<file path="src/rtl/pli_pkg.sv">
// Constants and types of the PHY-link parallel interface block
package pli_pkg;
  // ************************************************************
  // Register map
  // ************************************************************
  localparam logic [7:0] PLI_CTRL_OFS   = 8'h00;
  localparam logic [7:0] PLI_CMD_OFS    = 8'h04;
  localparam logic [7:0] PLI_RXB_OFS    = 8'h08;
  localparam logic [7:0] PLI_STB_OFS    = 8'h0c;
  localparam logic [7:0] PLI_STATE_OFS  = 8'h10;
  localparam logic [7:0] PLI_LAST_OFS   = 8'h14;
  localparam int         PLI_CTRL_LACT  = 0;
  localparam int         PLI_CTRL_QUIET = 1;
  localparam logic [1:0] PLI_CTRL_RST   = 2'h2;
  localparam int         PLI_CMD_ARB    = 0;
  localparam int         PLI_CMD_RX     = 1;
  localparam int         PLI_CMD_ST     = 2;
  localparam int         PLI_CMD_SER    = 3;
  localparam int         PLI_ST_OPER    = 16;
  localparam int         PLI_ST_PEND    = 17;
  localparam int         PLI_ST_PWR     = 18;
  localparam int         PLI_ST_TXB     = 24;
  // ************************************************************
  // Timing
  // ************************************************************
  localparam int PLI_CLK_NS     = 10;
  localparam int PLI_RESET_NS   = 2600;
  localparam int PLI_DISABLE_NS = 26030;
  localparam int PLI_CLK_ON_NS  = 60;
  localparam int PLI_LOWPWR_NS  = 5300000;
  localparam int PLI_RESET_CYC  = (PLI_RESET_NS + PLI_CLK_NS - 1) / PLI_CLK_NS;
  localparam int PLI_DIS_CYC    = (PLI_DISABLE_NS + PLI_CLK_NS - 1) / PLI_CLK_NS;
  localparam int PLI_CLK_ON_CYC = PLI_CLK_ON_NS / PLI_CLK_NS;
  localparam int PLI_LOWPWR_CYC = (PLI_LOWPWR_NS + PLI_CLK_NS - 1) / PLI_CLK_NS;
  localparam logic [19:0] PLI_INIT_LOW = 20'h00007;
  // ************************************************************
  // Codes
  // ************************************************************
  localparam logic [1:0] PLI_CTL_IDLE     = 2'h0;
  localparam logic [1:0] PLI_CTL_STATUS   = 2'h1;
  localparam logic [1:0] PLI_CTL_RECEIVE  = 2'h2;
  localparam logic [1:0] PLI_CTL_GRANT    = 2'h3;
  localparam logic [1:0] PLI_LCTL_RELEASE = 2'h0;
  localparam logic [1:0] PLI_LCTL_TX      = 2'h1;
  localparam logic [7:0] PLI_DATA_ON      = 8'hff;
  localparam logic [3:0] PLI_RT_READ      = 4'ha;
  localparam logic [3:0] PLI_RT_WRITE     = 4'hb;
  localparam logic [4:0] PLI_LEN_BUS      = 5'h0b;
  localparam logic [4:0] PLI_LEN_READ     = 5'h0a;
  localparam logic [4:0] PLI_LEN_WRITE    = 5'h12;
  localparam logic [4:0] PLI_LEN_SHORT    = 5'h06;
  typedef enum logic [9:0] {
    ST_DISABLED = 10'h001, ST_WAKE = 10'h002, ST_RESET = 10'h004,
    ST_INIT     = 10'h008, ST_RXIND = 10'h010, ST_IDLE = 10'h020,
    ST_RECV     = 10'h040, ST_STAT = 10'h080, ST_GRANT = 10'h100,
    ST_LINK     = 10'h200
  } pli_state_t;
  typedef struct packed {
    logic [1:0] ctl;
    logic [7:0] data;
  } pli_bus_t;
endpackage

</file>
<file path="src/rtl/pli_phy_link.sv">
// PHY side of the PHY-link parallel interface with AHB-Lite registers
// Function
// [RQ1] Link reasserts power status only after the restore interval in reset.
// [RQ2] Same initialization runs from the reset-only state as from disabled.
// [RQ3] Interface clock restarts within 60 ns, or 5.3-7.3 ms from low power.
// [RQ4] Interface clock provided; all driven lines change on its rising edge. Wake output and reset clearing of the bus change on any hclk edge.
// [RQ5] Control and data held low for the first 7 interface cycles.
// [RQ6] Link drives its lines low one of first 6 cycles, request low.
// [RQ7] Eighth cycle shows receive code with data all ones.
// [RQ8] Then idle and zeros; only afterwards are link requests accepted.
// [RQ9] Link returns a locked clock; link-to-PHY transfers follow it; the code samples only requests on it, control and data on tick.
// [RQ10] All eight data lines carry data at every beta speed.
// [RQ11] PHY owns both buses; link drives only after a grant.
// [RQ12] PHY control codes: idle, status, receive, grant.
// [RQ13] Link control codes: release, transmit, reserved, hold.
// [RQ14] Won arbitration for a bus request starts transmit by granting.
// [RQ15] Arriving packet starts a receive toward the link.
// [RQ16] Status transfer on own initiative and in answer to register reads.
// [RQ17] Link sends requests serially on request line, one bit per sample.
// [RQ18] Wake output asserted while power status inactive or link-active is 0.
// [RQ19] Serial status line shifts status information to the link.
// [RQ20] Link drops power status to reset the interface or stop its clock.
// [RQ21] Interface works only with beta select pin high.
// [RQ22] Power status low for the reset recognition time resets the interface.
// [RQ23] Restore interval the link must wait is 15 microseconds.
// [RQ24] Request stream starts with 1, ends with 0, most significant first.
// [RQ25] Link keeps request line low outside request streams.
// [RQ26] Request line activity is discarded until initialization completes.
`timescale 1ns/1ps
module pli_phy_link import pli_pkg::*; #(
  parameter int LP_CYC = PLI_LOWPWR_CYC
) (
  // Clock and reset
  input  wire logic        hclk,
  input  wire logic        hresetn,
  // AHB-Lite slave
  input  wire logic        hsel,
  input  wire logic [31:0] haddr,
  input  wire logic [1:0]  htrans,
  input  wire logic        hwrite,
  input  wire logic [2:0]  hsize,
  input  wire logic [31:0] hwdata,
  input  wire logic        hready,
  output logic             hreadyout,
  output logic             hresp,
  output logic [31:0]      hrdata,
  // Link-side pins
  input  wire logic        beta_interface_select,
  input  wire logic        link_power_status,
  input  wire logic        link_returned_clock,
  input  wire logic        link_request_line,
  input  wire logic [1:0]  control_lines_i,
  output logic [1:0]       control_lines_o,
  output logic             control_lines_oe_n,
  input  wire logic [7:0]  parallel_data_lines_i,
  output logic [7:0]       parallel_data_lines_o,
  output logic             parallel_data_lines_oe_n,
  output logic             iface_clk,
  output logic             link_wake_output,
  output logic             phy_serial_status_line
);
  // ************************************************************
  // Pin synchronisers
  // ************************************************************
  logic [13:0] sync1, sync2;
  logic        rclk_d;
  always_ff @(posedge hclk or negedge hresetn) begin
    if (!hresetn) begin
      sync1  <= '0;
      sync2  <= '0;
      rclk_d <= 1'b0;
    end else begin
      sync1  <= {beta_interface_select, link_power_status, link_returned_clock,
                 link_request_line, control_lines_i, parallel_data_lines_i};
      sync2  <= sync1;
      rclk_d <= sync2[11];
    end
  end
  logic       beta_s, pwr_s, rclk_s, req_s;
  logic [1:0] ctl_s;
  logic [7:0] data_s;
  assign {beta_s, pwr_s, rclk_s, req_s, ctl_s, data_s} = sync2;
  // Requests are sampled on the returned clock, as seen through the sync
  wire rclk_edge = rclk_s & ~rclk_d; // RQ9

  // ************************************************************
  // Interface state machine
  // ************************************************************
  pli_state_t  state, next_state;
  logic [19:0] cnt, next_cnt;
  logic [11:0] pwr_cnt, next_pwr_cnt;
  pli_bus_t    bus_out, next_bus;
  logic        oe_n, next_oe_n, clk_run, next_clk_run, next_iface_clk;
  logic [7:0]  txb, next_txb;
  logic        next_wake, take_rx, take_st, take_gr;
  logic        rx_pend, st_pend, bus_pend, arb_pend;
  logic [7:0]  st_first, st_second, rxb, stb;
  logic [1:0]  ctrl;
  wire tick = clk_run & ~iface_clk;
  wire operational = (state == ST_IDLE) | (state == ST_RECV) | (state == ST_STAT) |
                     (state == ST_GRANT) | (state == ST_LINK);

  always_comb begin
    next_state     = state;
    next_cnt       = cnt;
    next_bus       = bus_out;
    next_oe_n      = oe_n;
    next_clk_run   = clk_run;
    next_iface_clk = clk_run & ~iface_clk; // RQ4
    next_txb       = txb;
    take_rx        = 1'b0;
    take_st        = 1'b0;
    take_gr        = 1'b0;
    next_wake      = ~pwr_s | ~ctrl[PLI_CTRL_LACT]; // RQ18
    next_pwr_cnt   = pwr_s ? 12'h000 :
                     (pwr_cnt == 12'(PLI_DIS_CYC)) ? pwr_cnt : pwr_cnt + 12'h001;
    case (state)
      ST_DISABLED: begin
        next_clk_run = 1'b0;
        next_bus     = '0;
        next_oe_n    = 1'b0;
        if (pwr_s && beta_s) begin
          next_state = ST_WAKE;
          // Low power costs a full oscillator restart
          next_cnt = ctrl[PLI_CTRL_QUIET] ? 20'(LP_CYC - 2) : 20'(PLI_CLK_ON_CYC - 2); // RQ3
        end
      end
      ST_WAKE: begin
        if (cnt == 20'h00000) begin
          next_clk_run = 1'b1; // RQ3
          next_state   = ST_INIT;
        end else begin
          next_cnt = cnt - 20'h00001;
        end
      end
      ST_RESET: begin
        if (pwr_s) begin
          next_state = ST_INIT; // RQ2
          next_cnt   = '0;
        end
      end
      ST_INIT: begin
        if (tick) begin
          next_bus  = '0; // RQ5
          next_oe_n = 1'b0;
          if (cnt == PLI_INIT_LOW) begin
            next_bus   = '{ctl: PLI_CTL_RECEIVE, data: PLI_DATA_ON}; // RQ7
            next_state = ST_RXIND;
          end else begin
            next_cnt = cnt + 20'h00001;
          end
        end
      end
      ST_RXIND: begin
        if (tick) begin
          next_bus   = '0; // RQ8
          next_state = ST_IDLE;
        end
      end
      ST_IDLE: begin
        next_cnt = '0;
        if (tick) begin
          if (rx_pend) begin
            next_bus   = '{ctl: PLI_CTL_RECEIVE, data: PLI_DATA_ON}; // RQ15
            next_state = ST_RECV;
            take_rx    = 1'b1;
          end else if (st_pend) begin
            next_bus   = '{ctl: PLI_CTL_STATUS, data: st_first}; // RQ16
            next_state = ST_STAT;
            take_st    = 1'b1;
          end else if (bus_pend && arb_pend) begin
            next_bus   = '{ctl: PLI_CTL_GRANT, data: 8'h00}; // RQ14
            next_state = ST_GRANT;
            take_gr    = 1'b1;
          end
        end
      end
      ST_RECV: begin
        if (tick) begin
          if (cnt == 20'h00000) begin
            next_bus = '{ctl: PLI_CTL_RECEIVE, data: rxb}; // RQ10
            next_cnt = 20'h00001;
          end else begin
            next_bus   = '0;
            next_state = ST_IDLE;
          end
        end
      end
      ST_STAT: begin
        if (tick) begin
          if (cnt == 20'h00000) begin
            next_bus = '{ctl: PLI_CTL_STATUS, data: st_second}; // RQ12
            next_cnt = 20'h00001;
          end else begin
            next_bus   = '0;
            next_state = ST_IDLE;
          end
        end
      end
      ST_GRANT: begin
        if (tick) begin
          next_oe_n  = 1'b1; // RQ11
          next_state = ST_LINK;
        end
      end
      ST_LINK: begin
        // Release counts only after the link has driven something else
        if (tick) begin
          if (ctl_s != PLI_LCTL_RELEASE) begin
            next_cnt = 20'h00001;
            if (ctl_s == PLI_LCTL_TX) next_txb = data_s; // RQ10
          end else if (cnt[0]) begin
            next_oe_n  = 1'b0;
            next_bus   = '0;
            next_state = ST_IDLE;
          end
        end
      end
      default: next_state = ST_DISABLED;
    endcase
    if (!beta_s) begin
      next_state   = ST_DISABLED; // RQ21
      next_clk_run = 1'b0;
      next_bus     = '0;
      next_oe_n    = 1'b0;
    end else if (!pwr_s && state != ST_DISABLED && state != ST_WAKE) begin
      if (pwr_cnt >= 12'(PLI_DIS_CYC - 1)) begin
        next_state   = ST_DISABLED;
        next_clk_run = 1'b0;
        next_bus     = '0;
        next_oe_n    = 1'b0;
      end else if (pwr_cnt >= 12'(PLI_RESET_CYC - 1) && state != ST_RESET) begin
        next_state = ST_RESET; // RQ22
        next_bus   = '0;
        next_oe_n  = 1'b0;
      end
    end
    if (!next_clk_run) next_iface_clk = 1'b0;
  end

  always_ff @(posedge hclk or negedge hresetn) begin
    if (!hresetn) begin
      state            <= ST_DISABLED;
      cnt              <= '0;
      pwr_cnt          <= '0;
      bus_out          <= '0;
      oe_n             <= 1'b0;
      clk_run          <= 1'b0;
      iface_clk        <= 1'b0;
      txb              <= '0;
      link_wake_output <= 1'b1;
    end else begin
      state            <= next_state;
      cnt              <= next_cnt;
      pwr_cnt          <= next_pwr_cnt;
      bus_out          <= next_bus;
      oe_n             <= next_oe_n;
      clk_run          <= next_clk_run;
      iface_clk        <= next_iface_clk;
      txb              <= next_txb;
      link_wake_output <= next_wake;
    end
  end

  // ************************************************************
  // Request decoder, pending work and serial status
  // ************************************************************
  function automatic logic [4:0] req_len(input logic [3:0] t);
    case (t)
      PLI_RT_READ:  req_len = PLI_LEN_READ;
      PLI_RT_WRITE: req_len = PLI_LEN_WRITE;
      4'h1, 4'h2, 4'h3, 4'h4, 4'h6, 4'h7, 4'h8: req_len = PLI_LEN_BUS;
      default: req_len = PLI_LEN_SHORT;
    endcase
  endfunction

  logic        rq_busy, next_rq_busy, st_read, next_st_read, ser_pend, next_ser_pend;
  logic [4:0]  rq_cnt, next_rq_cnt;
  logic [17:0] rq_sh, next_rq_sh, w;
  logic [3:0]  rq_type, next_rq_type, st_addr, next_st_addr, wr_addr;
  logic [21:0] last_req, next_last_req;
  logic        next_rx_pend, next_st_pend, next_bus_pend, next_arb_pend;
  logic        req_done, wr_en, cmd_arb, cmd_rx, cmd_st, cmd_ser;
  logic [7:0]  wr_data;
  logic [9:0]  ser_sh, next_ser_sh;
  logic [7:0]  phy_regs [16];
  assign st_first  = {st_addr, 4'h0};
  assign st_second = st_read ? phy_regs[st_addr] : stb;
  assign phy_serial_status_line = ser_sh[9]; // RQ19

  always_comb begin
    w             = {rq_sh[16:0], req_s};
    next_rq_busy  = rq_busy;
    next_rq_cnt   = rq_cnt;
    next_rq_sh    = rq_sh;
    next_rq_type  = rq_type;
    next_last_req = last_req;
    next_st_read  = st_read;
    next_st_addr  = st_addr;
    next_ser_sh   = ser_sh;
    next_ser_pend = ser_pend | cmd_ser;
    req_done      = 1'b0;
    wr_en         = 1'b0;
    wr_addr       = w[12:9];
    wr_data       = w[8:1];
    if (!operational) begin
      next_rq_busy = 1'b0; // RQ26
      next_rq_cnt  = '0;
    end else if (rclk_edge) begin
      if (!rq_busy) begin
        if (req_s) begin
          next_rq_busy = 1'b1; // RQ17
          next_rq_cnt  = 5'h01;
          next_rq_sh   = 18'h00001;
        end
      end else begin
        next_rq_sh  = w;
        next_rq_cnt = rq_cnt + 5'h01;
        if (next_rq_cnt == 5'h05) next_rq_type = w[3:0];
        if (next_rq_cnt == req_len(rq_type)) begin
          req_done      = 1'b1;
          next_rq_busy  = 1'b0;
          next_last_req = {rq_type, w};
        end
      end
    end
    wr_en = req_done & (rq_type == PLI_RT_WRITE);
    if (cmd_st) begin
      next_st_read = 1'b0;
      next_st_addr = 4'h0;
    end
    if (req_done && rq_type == PLI_RT_READ) begin
      next_st_read = 1'b1; // RQ16
      next_st_addr = w[4:1];
    end
    // Hardware sets win over the clears from the state machine
    next_rx_pend  = operational & (cmd_rx | (rx_pend & ~take_rx));
    next_st_pend  = operational & (cmd_st | (req_done & rq_type == PLI_RT_READ) |
                                   (st_pend & ~take_st));
    next_bus_pend = operational & ((req_done & req_len(rq_type) == PLI_LEN_BUS) |
                                   (bus_pend & ~take_gr));
    next_arb_pend = operational & (cmd_arb | (arb_pend & ~take_gr));
    if (tick) begin
      if (|ser_sh) begin
        next_ser_sh = {ser_sh[8:0], 1'b0};
      end else if (ser_pend) begin
        next_ser_sh   = {1'b1, stb, 1'b0};
        next_ser_pend = cmd_ser;
      end
    end
  end

  always_ff @(posedge hclk or negedge hresetn) begin
    if (!hresetn) begin
      rq_busy  <= 1'b0;
      rq_cnt   <= '0;
      rq_sh    <= '0;
      rq_type  <= '0;
      last_req <= '0;
      st_read  <= 1'b0;
      st_addr  <= '0;
      rx_pend  <= 1'b0;
      st_pend  <= 1'b0;
      bus_pend <= 1'b0;
      arb_pend <= 1'b0;
      ser_pend <= 1'b0;
      ser_sh   <= '0;
      for (int i = 0; i < 16; i++) phy_regs[i] <= 8'h00;
    end else begin
      rq_busy  <= next_rq_busy;
      rq_cnt   <= next_rq_cnt;
      rq_sh    <= next_rq_sh;
      rq_type  <= next_rq_type;
      last_req <= next_last_req;
      st_read  <= next_st_read;
      st_addr  <= next_st_addr;
      rx_pend  <= next_rx_pend;
      st_pend  <= next_st_pend;
      bus_pend <= next_bus_pend;
      arb_pend <= next_arb_pend;
      ser_pend <= next_ser_pend;
      ser_sh   <= next_ser_sh;
      if (wr_en) phy_regs[wr_addr] <= wr_data;
    end
  end

  // ************************************************************
  // AHB-Lite register slave
  // ************************************************************
  logic        dp_wr, next_dp_wr;
  logic [7:0]  dp_addr, next_dp_addr, next_rxb, next_stb;
  logic [1:0]  next_ctrl;
  logic [31:0] next_hrdata;
  wire         aphase = hsel & hready & htrans[1];
  assign hreadyout = 1'b1;
  assign hresp     = 1'b0;

  always_comb begin
    next_dp_wr   = aphase & hwrite;
    next_dp_addr = aphase ? haddr[7:0] : dp_addr;
    next_ctrl    = ctrl;
    next_rxb     = rxb;
    next_stb     = stb;
    next_hrdata  = hrdata;
    cmd_arb      = 1'b0;
    cmd_rx       = 1'b0;
    cmd_st       = 1'b0;
    cmd_ser      = 1'b0;
    if (dp_wr) begin
      case (dp_addr)
        PLI_CTRL_OFS: next_ctrl = hwdata[1:0];
        PLI_CMD_OFS: begin
          cmd_arb = hwdata[PLI_CMD_ARB];
          cmd_rx  = hwdata[PLI_CMD_RX];
          cmd_st  = hwdata[PLI_CMD_ST];
          cmd_ser = hwdata[PLI_CMD_SER];
        end
        PLI_RXB_OFS: next_rxb = hwdata[7:0];
        PLI_STB_OFS: next_stb = hwdata[7:0];
        default: ;
      endcase
    end
    if (aphase && !hwrite) begin
      next_hrdata = '0;
      case (haddr[7:0])
        PLI_CTRL_OFS: next_hrdata[1:0] = ctrl;
        PLI_RXB_OFS:  next_hrdata[7:0] = rxb;
        PLI_STB_OFS:  next_hrdata[7:0] = stb;
        PLI_STATE_OFS: begin
          next_hrdata[9:0]           = state;
          next_hrdata[PLI_ST_OPER]   = operational;
          next_hrdata[PLI_ST_PEND]   = bus_pend;
          next_hrdata[PLI_ST_PWR]    = pwr_s;
          next_hrdata[PLI_ST_TXB+:8] = txb;
        end
        PLI_LAST_OFS: next_hrdata[21:0] = last_req;
        default: ;
      endcase
    end
  end

  always_ff @(posedge hclk or negedge hresetn) begin
    if (!hresetn) begin
      dp_wr   <= 1'b0;
      dp_addr <= '0;
      ctrl    <= PLI_CTRL_RST;
      rxb     <= '0;
      stb     <= '0;
      hrdata  <= '0;
    end else begin
      dp_wr   <= next_dp_wr;
      dp_addr <= next_dp_addr;
      ctrl    <= next_ctrl;
      rxb     <= next_rxb;
      stb     <= next_stb;
      hrdata  <= next_hrdata;
    end
  end

  assign control_lines_o          = bus_out.ctl;
  assign parallel_data_lines_o    = bus_out.data;
  assign control_lines_oe_n       = oe_n;
  assign parallel_data_lines_oe_n = oe_n;
endmodule // pli_phy_link

</file>
<file path="config.mk">
export PLATFORM = sky130hd
export DESIGN_NAME = pli_phy_link
export DESIGN_NICKNAME = d
export VERILOG_FILES = /design/src/rtl/pli_pkg.sv /design/src/rtl/pli_phy_link.sv
export SDC_FILE = /design/constraint.sdc
export NUM_CORES = 1
export LEC_CHECK = 0
export ABC_CLOCK_PERIOD_IN_PS = 8550
export BUFFER_PORTS_ARGS = -buffer_cell sky130_fd_sc_hd__buf_2
export CAP_MARGIN = 20
export CORE_ASPECT_RATIO = 1.4
export CORE_UTILIZATION = 28
export DETAILED_ROUTE_END_ITERATION = 10
export GPL_TIMING_DRIVEN = 0
export SKIP_CTS_REPAIR_TIMING = 1
export SLEW_MARGIN = 20
export SYNTH_ARGS = -nofsm -noshare
export SYNTH_HDL_FRONTEND = slang
export SYNTH_SLANG_ARGS = --single-unit
</file>
<file path="constraint.sdc">
create_clock -name hclk -period 8.55 [get_ports hclk]
set_input_delay 0.4275 -clock hclk [delete_from_list [all_inputs] [get_ports hclk]]
set_output_delay 0.4275 -clock hclk [all_outputs]
set_load 0.1 [all_outputs]
</file>
==> out/qor.csv <==
stage;metric;value;unit
placement;cell count after placement;2332;
synth;mean post-synth cell area;11.88;um^2
critical_path;critical path arrival;4.68;ns
critical_path;reg-to-reg critical path startpoint;state[4];
synth;Area contributors post-synth;dfrtp_1 50%, mux2_2 11%, mux4_2 5.3%;
synth;top_reg_cell synth;dfrtp_1;
clock_network;latest clock arrival within the worst-skew pair;0.58;ns
global_routing;GR Util All Layers;15.30;%
cells_and_area;final standard cell count with taps included and fillers excluded;2413;
critical_path;critical path data required time;8.98;ns
floorplan;core area;59950;um^2
worst_hold_path;endpoint of the worst hold path;sync1[1];
timing;number of hold violations in the final report;0;
floorplan;number of ports placed on the die boundary;137;
worst_hold_path;worst hold-check path type;in -> reg;
critical_path;terminus of the critical flop-to-flop path;cnt[18];
critical_path;chain of cells forming the critical path;buf_2, nor4_2, nand4_1, buf_6, buf_8, ha_1, a21o_1, a21o_1, nor2b_1, a221oi_1, a21oi_1, or3_1, a41o_1;
clock_network;CTS Buf Count;37;
floorplan;standard-cell rows;106;
critical_path;endpoint type of the worst setup path;flop;
timing;skew final;0.04053;ns
cells_and_area;combined area of the multi-input logic cells;7879;um^2
synth;netlist area before placement;17030;um^2
cells_and_area;fill cell instance count of the final layout;5972;
synth;post-synthesis sequential element count;346;
critical_path;Worst Path Max Fanout;13;
worst_hold_path;Hold Path Origin;parallel_data_lines_i[1];
floorplan;DIE AREA;61820;um^2
cells_and_area;layout-stage area growth over the synthesis result;17.60;%
placement;HPWL after detailed placement;34600;um
timing;max-slew headroom at the worst pin;35.06;%
worst_hold_path;number of stages on the worst hold path;1;
routing;via count of the routed design;12050;
pwr;Static Leakage;0.009125;uW
placement;count of buffers from port buffering;80;
routing;WL final;46860;um
floorplan;initial standard-cell utilization of the core;28.41;%
synth;number of enable flip-flop cells after synthesis;0;
clock_network;number of buffers between clock root and the deepest sink;3;
status;outcome;finished, final reports clean;
pwr;maximum vdd ir drop;141.9;uV
job;number of maximum-capacitance constraint violations;0;
critical_path;Crit Path Class;reg -> reg;
timing;highest attainable clock frequency;235.1;MHz
clock_network;TritonCTS clock tree;done;
timing;final worst setup slack;4.296;ns
critical_path;Most Frequent Cell on Critical Path;a21o_1;
clock_network;cell at the root of the clock tree;clkbuf_16;
synth;post-synth cell types;77;
placement;final RePlAce weighted congestion;0.9002;
cells_and_area;share of layout cells above drive strength 1;27.05;%
synth;sequential element share of the synthesized area;50.87;%
timing;count of endpoints failing setup in the final report;0;
routing;detailed-route vias per instance;4.994;
critical_path;count of buffering cells on the critical path with inverters included;3;
pwr;Pwr Density;189.2;nW/um^2
clock_network;clock input transition at the sequential cells of the worst setup and hold paths;0.06;ns
timing;Setup Total Neg Slack;0;ns
cells_and_area;Register Area;8662;um^2
critical_path;maximum single-stage delay on the critical path;0.56;ns
global_routing;maximum number of pins on one net before global-route repair;98;
cells_and_area;layout net count;1686;
timing;max-slew violations;0;
global_routing;number of global-route vias before repair;12600;
synth;warning count from the yosys run;0;
synth;cell count after synthesis;1434;
floorplan;vertical die dimension;293.8;um
critical_path;cell at the slowest stage of the critical path;nor4_2;
global_routing;total congestion overflow;0;
routing;average wire per cell in the routed design;19.42;um
pwr;Design Power;3789;uW
clock_network;sink count of the clock tree;346;
critical_path;category of cells accounting for the largest share of critical-path delay;simple AND/OR/NAND/NOR gates;
timing;slew at the pin with the worst max-slew slack;0.9669;ns
synth;fraction of synthesized cell area taken by the top area cell type;50.40;%
routing;drc violations;0;
critical_path;register-to-register setup slack;4.30;ns
global_routing;wire length of the first global-routing pass;73620;um
routing;First DRT Iteration DRCs;828;
timing;setup repair after global routing missed its margin;false;
placement;worst slack, placed;4.368;ns
global_routing;initial antenna violation count;1;
routing;number of nets still failing antenna checks after routing;0;
critical_path;length in cells of the worst reg-to-reg path;13;
routing;length of the first detailed-routing pass in iterations;7;
synth;share of synthesized flip-flops with an asynchronous set or reset;100.0;%
timing;final critical path time including I/O delays and setup;4.254;ns
clock_network;H-tree lvl count;2;
floorplan;Horiz. Die Dim;210.4;um
critical_path;critical path startpoint category;flop;
timing;period utilisation layout;49.76;%
synth;cell taking the most area after synthesis;dfrtp_1;
## stage by stage
step / utilization, % / hold slack (ns) / instance area (um^2)
floorplan: - / 0.1319 / 17040
global placement: 30.78 / 0.3317 / 18450
detailed placement: 31.01 / 0.3362 / 18590
CTS: 33.15 / -0.1990 / 19870
global route: 33.40 / 0.001545 / 20020
finish: 33.41 / 0.01392 / 20030
## per-layer routing
| layer | vias to the layer above | track usage, % | wire length, um |
|---|---|---|---|
| li1 | 5540 | - | - |
| met1 | 6163 | 17.84 | 18660 |
| met2 | 246 | 27.51 | 24410 |
| met3 | 99 | 2.295 | 1677 |
| met4 | 2 | 6.964 | 2096 |
| met5 | - | 0 | 13 |
## where the power goes
part / internal [uW] / switching (uW)
clock: 960 / 728
sequential: 1670 / 29.1
combinational: 150 / 249
total: 2780 / 1010
## registers in the layout, indices dropped and copies added (netlist names), 8 cells and up
signal                 cells
phy_regs                 128
hrdata                    30
last_req                  22
cnt                       20
rq_sh                     17
sync1                     14
sync2                     14
pwr_cnt                   12
state                     10
ser_sh                     9
dp_addr                    8
parallel_data_lines_o      8
rxb                        8
stb                        8
txb                        8
## layout by cell type (no fill, tap or decap), drive strengths merged, types with 25 or more instances in the layout
master  count
nand3      28
nor4       29
a21oi      62
mux2      184
o21ai      66
nand2     130
dfrtp     343
nor2       80
mux4       40
buf       117
clkbuf    107
inv        29
nor3       25
## final cells by class
type                    count  share of cell area [%]
diodes                      2                 0.02499
well taps                 810                   5.061
multi-input cells         974                   39.34
plain buffers              90                   2.087
inverters                  26                  0.4873
clock buffers              48                   5.130
clock inverters            17                   1.281
repair buffers            100                   3.330
flip-flops and latches    346                   43.26
## Yosys cell counts (all sizes together), types with 25 or more instances
cell type	count
dfrtp	343
mux2	184
nand2	130
nor2	80
o21ai	66
a21oi	62
clkbuf	58
mux4	40
buf	32
nor4	29
nand3	28
inv	26
nor3	25
## kinds of logic after synthesis
kind of cell,after synthesis,share of synthesized area [%]
buffers and inverters,116,3.012
multiplexers,239,18.52
other,2,0.04410
AO/OA/AOI/OAI,274,10.74
AND/OR/NAND/NOR,405,13.59
XOR/XNOR,29,1.492
adder cells (fa/ha/maj),23,1.734
flip-flops,346,50.87
## worst max-delay path by stage
stage / from / slack (ns) / depth (start not counted) / end
floorplan: state[9] / 4.60 / 11 / cnt[18]
global placement: hresetn / 0.50 / 1 / sync1[2]
detailed placement: state[9] / 4.37 / 13 / cnt[18]
CTS: state[9] / 4.35 / 13 / cnt[18]
global route: state[4] / 3.98 / 13 / cnt[15]
finish: state[4] / 4.30 / 13 / cnt[18]
Note: power is estimated with default switching activity, not from simulation.
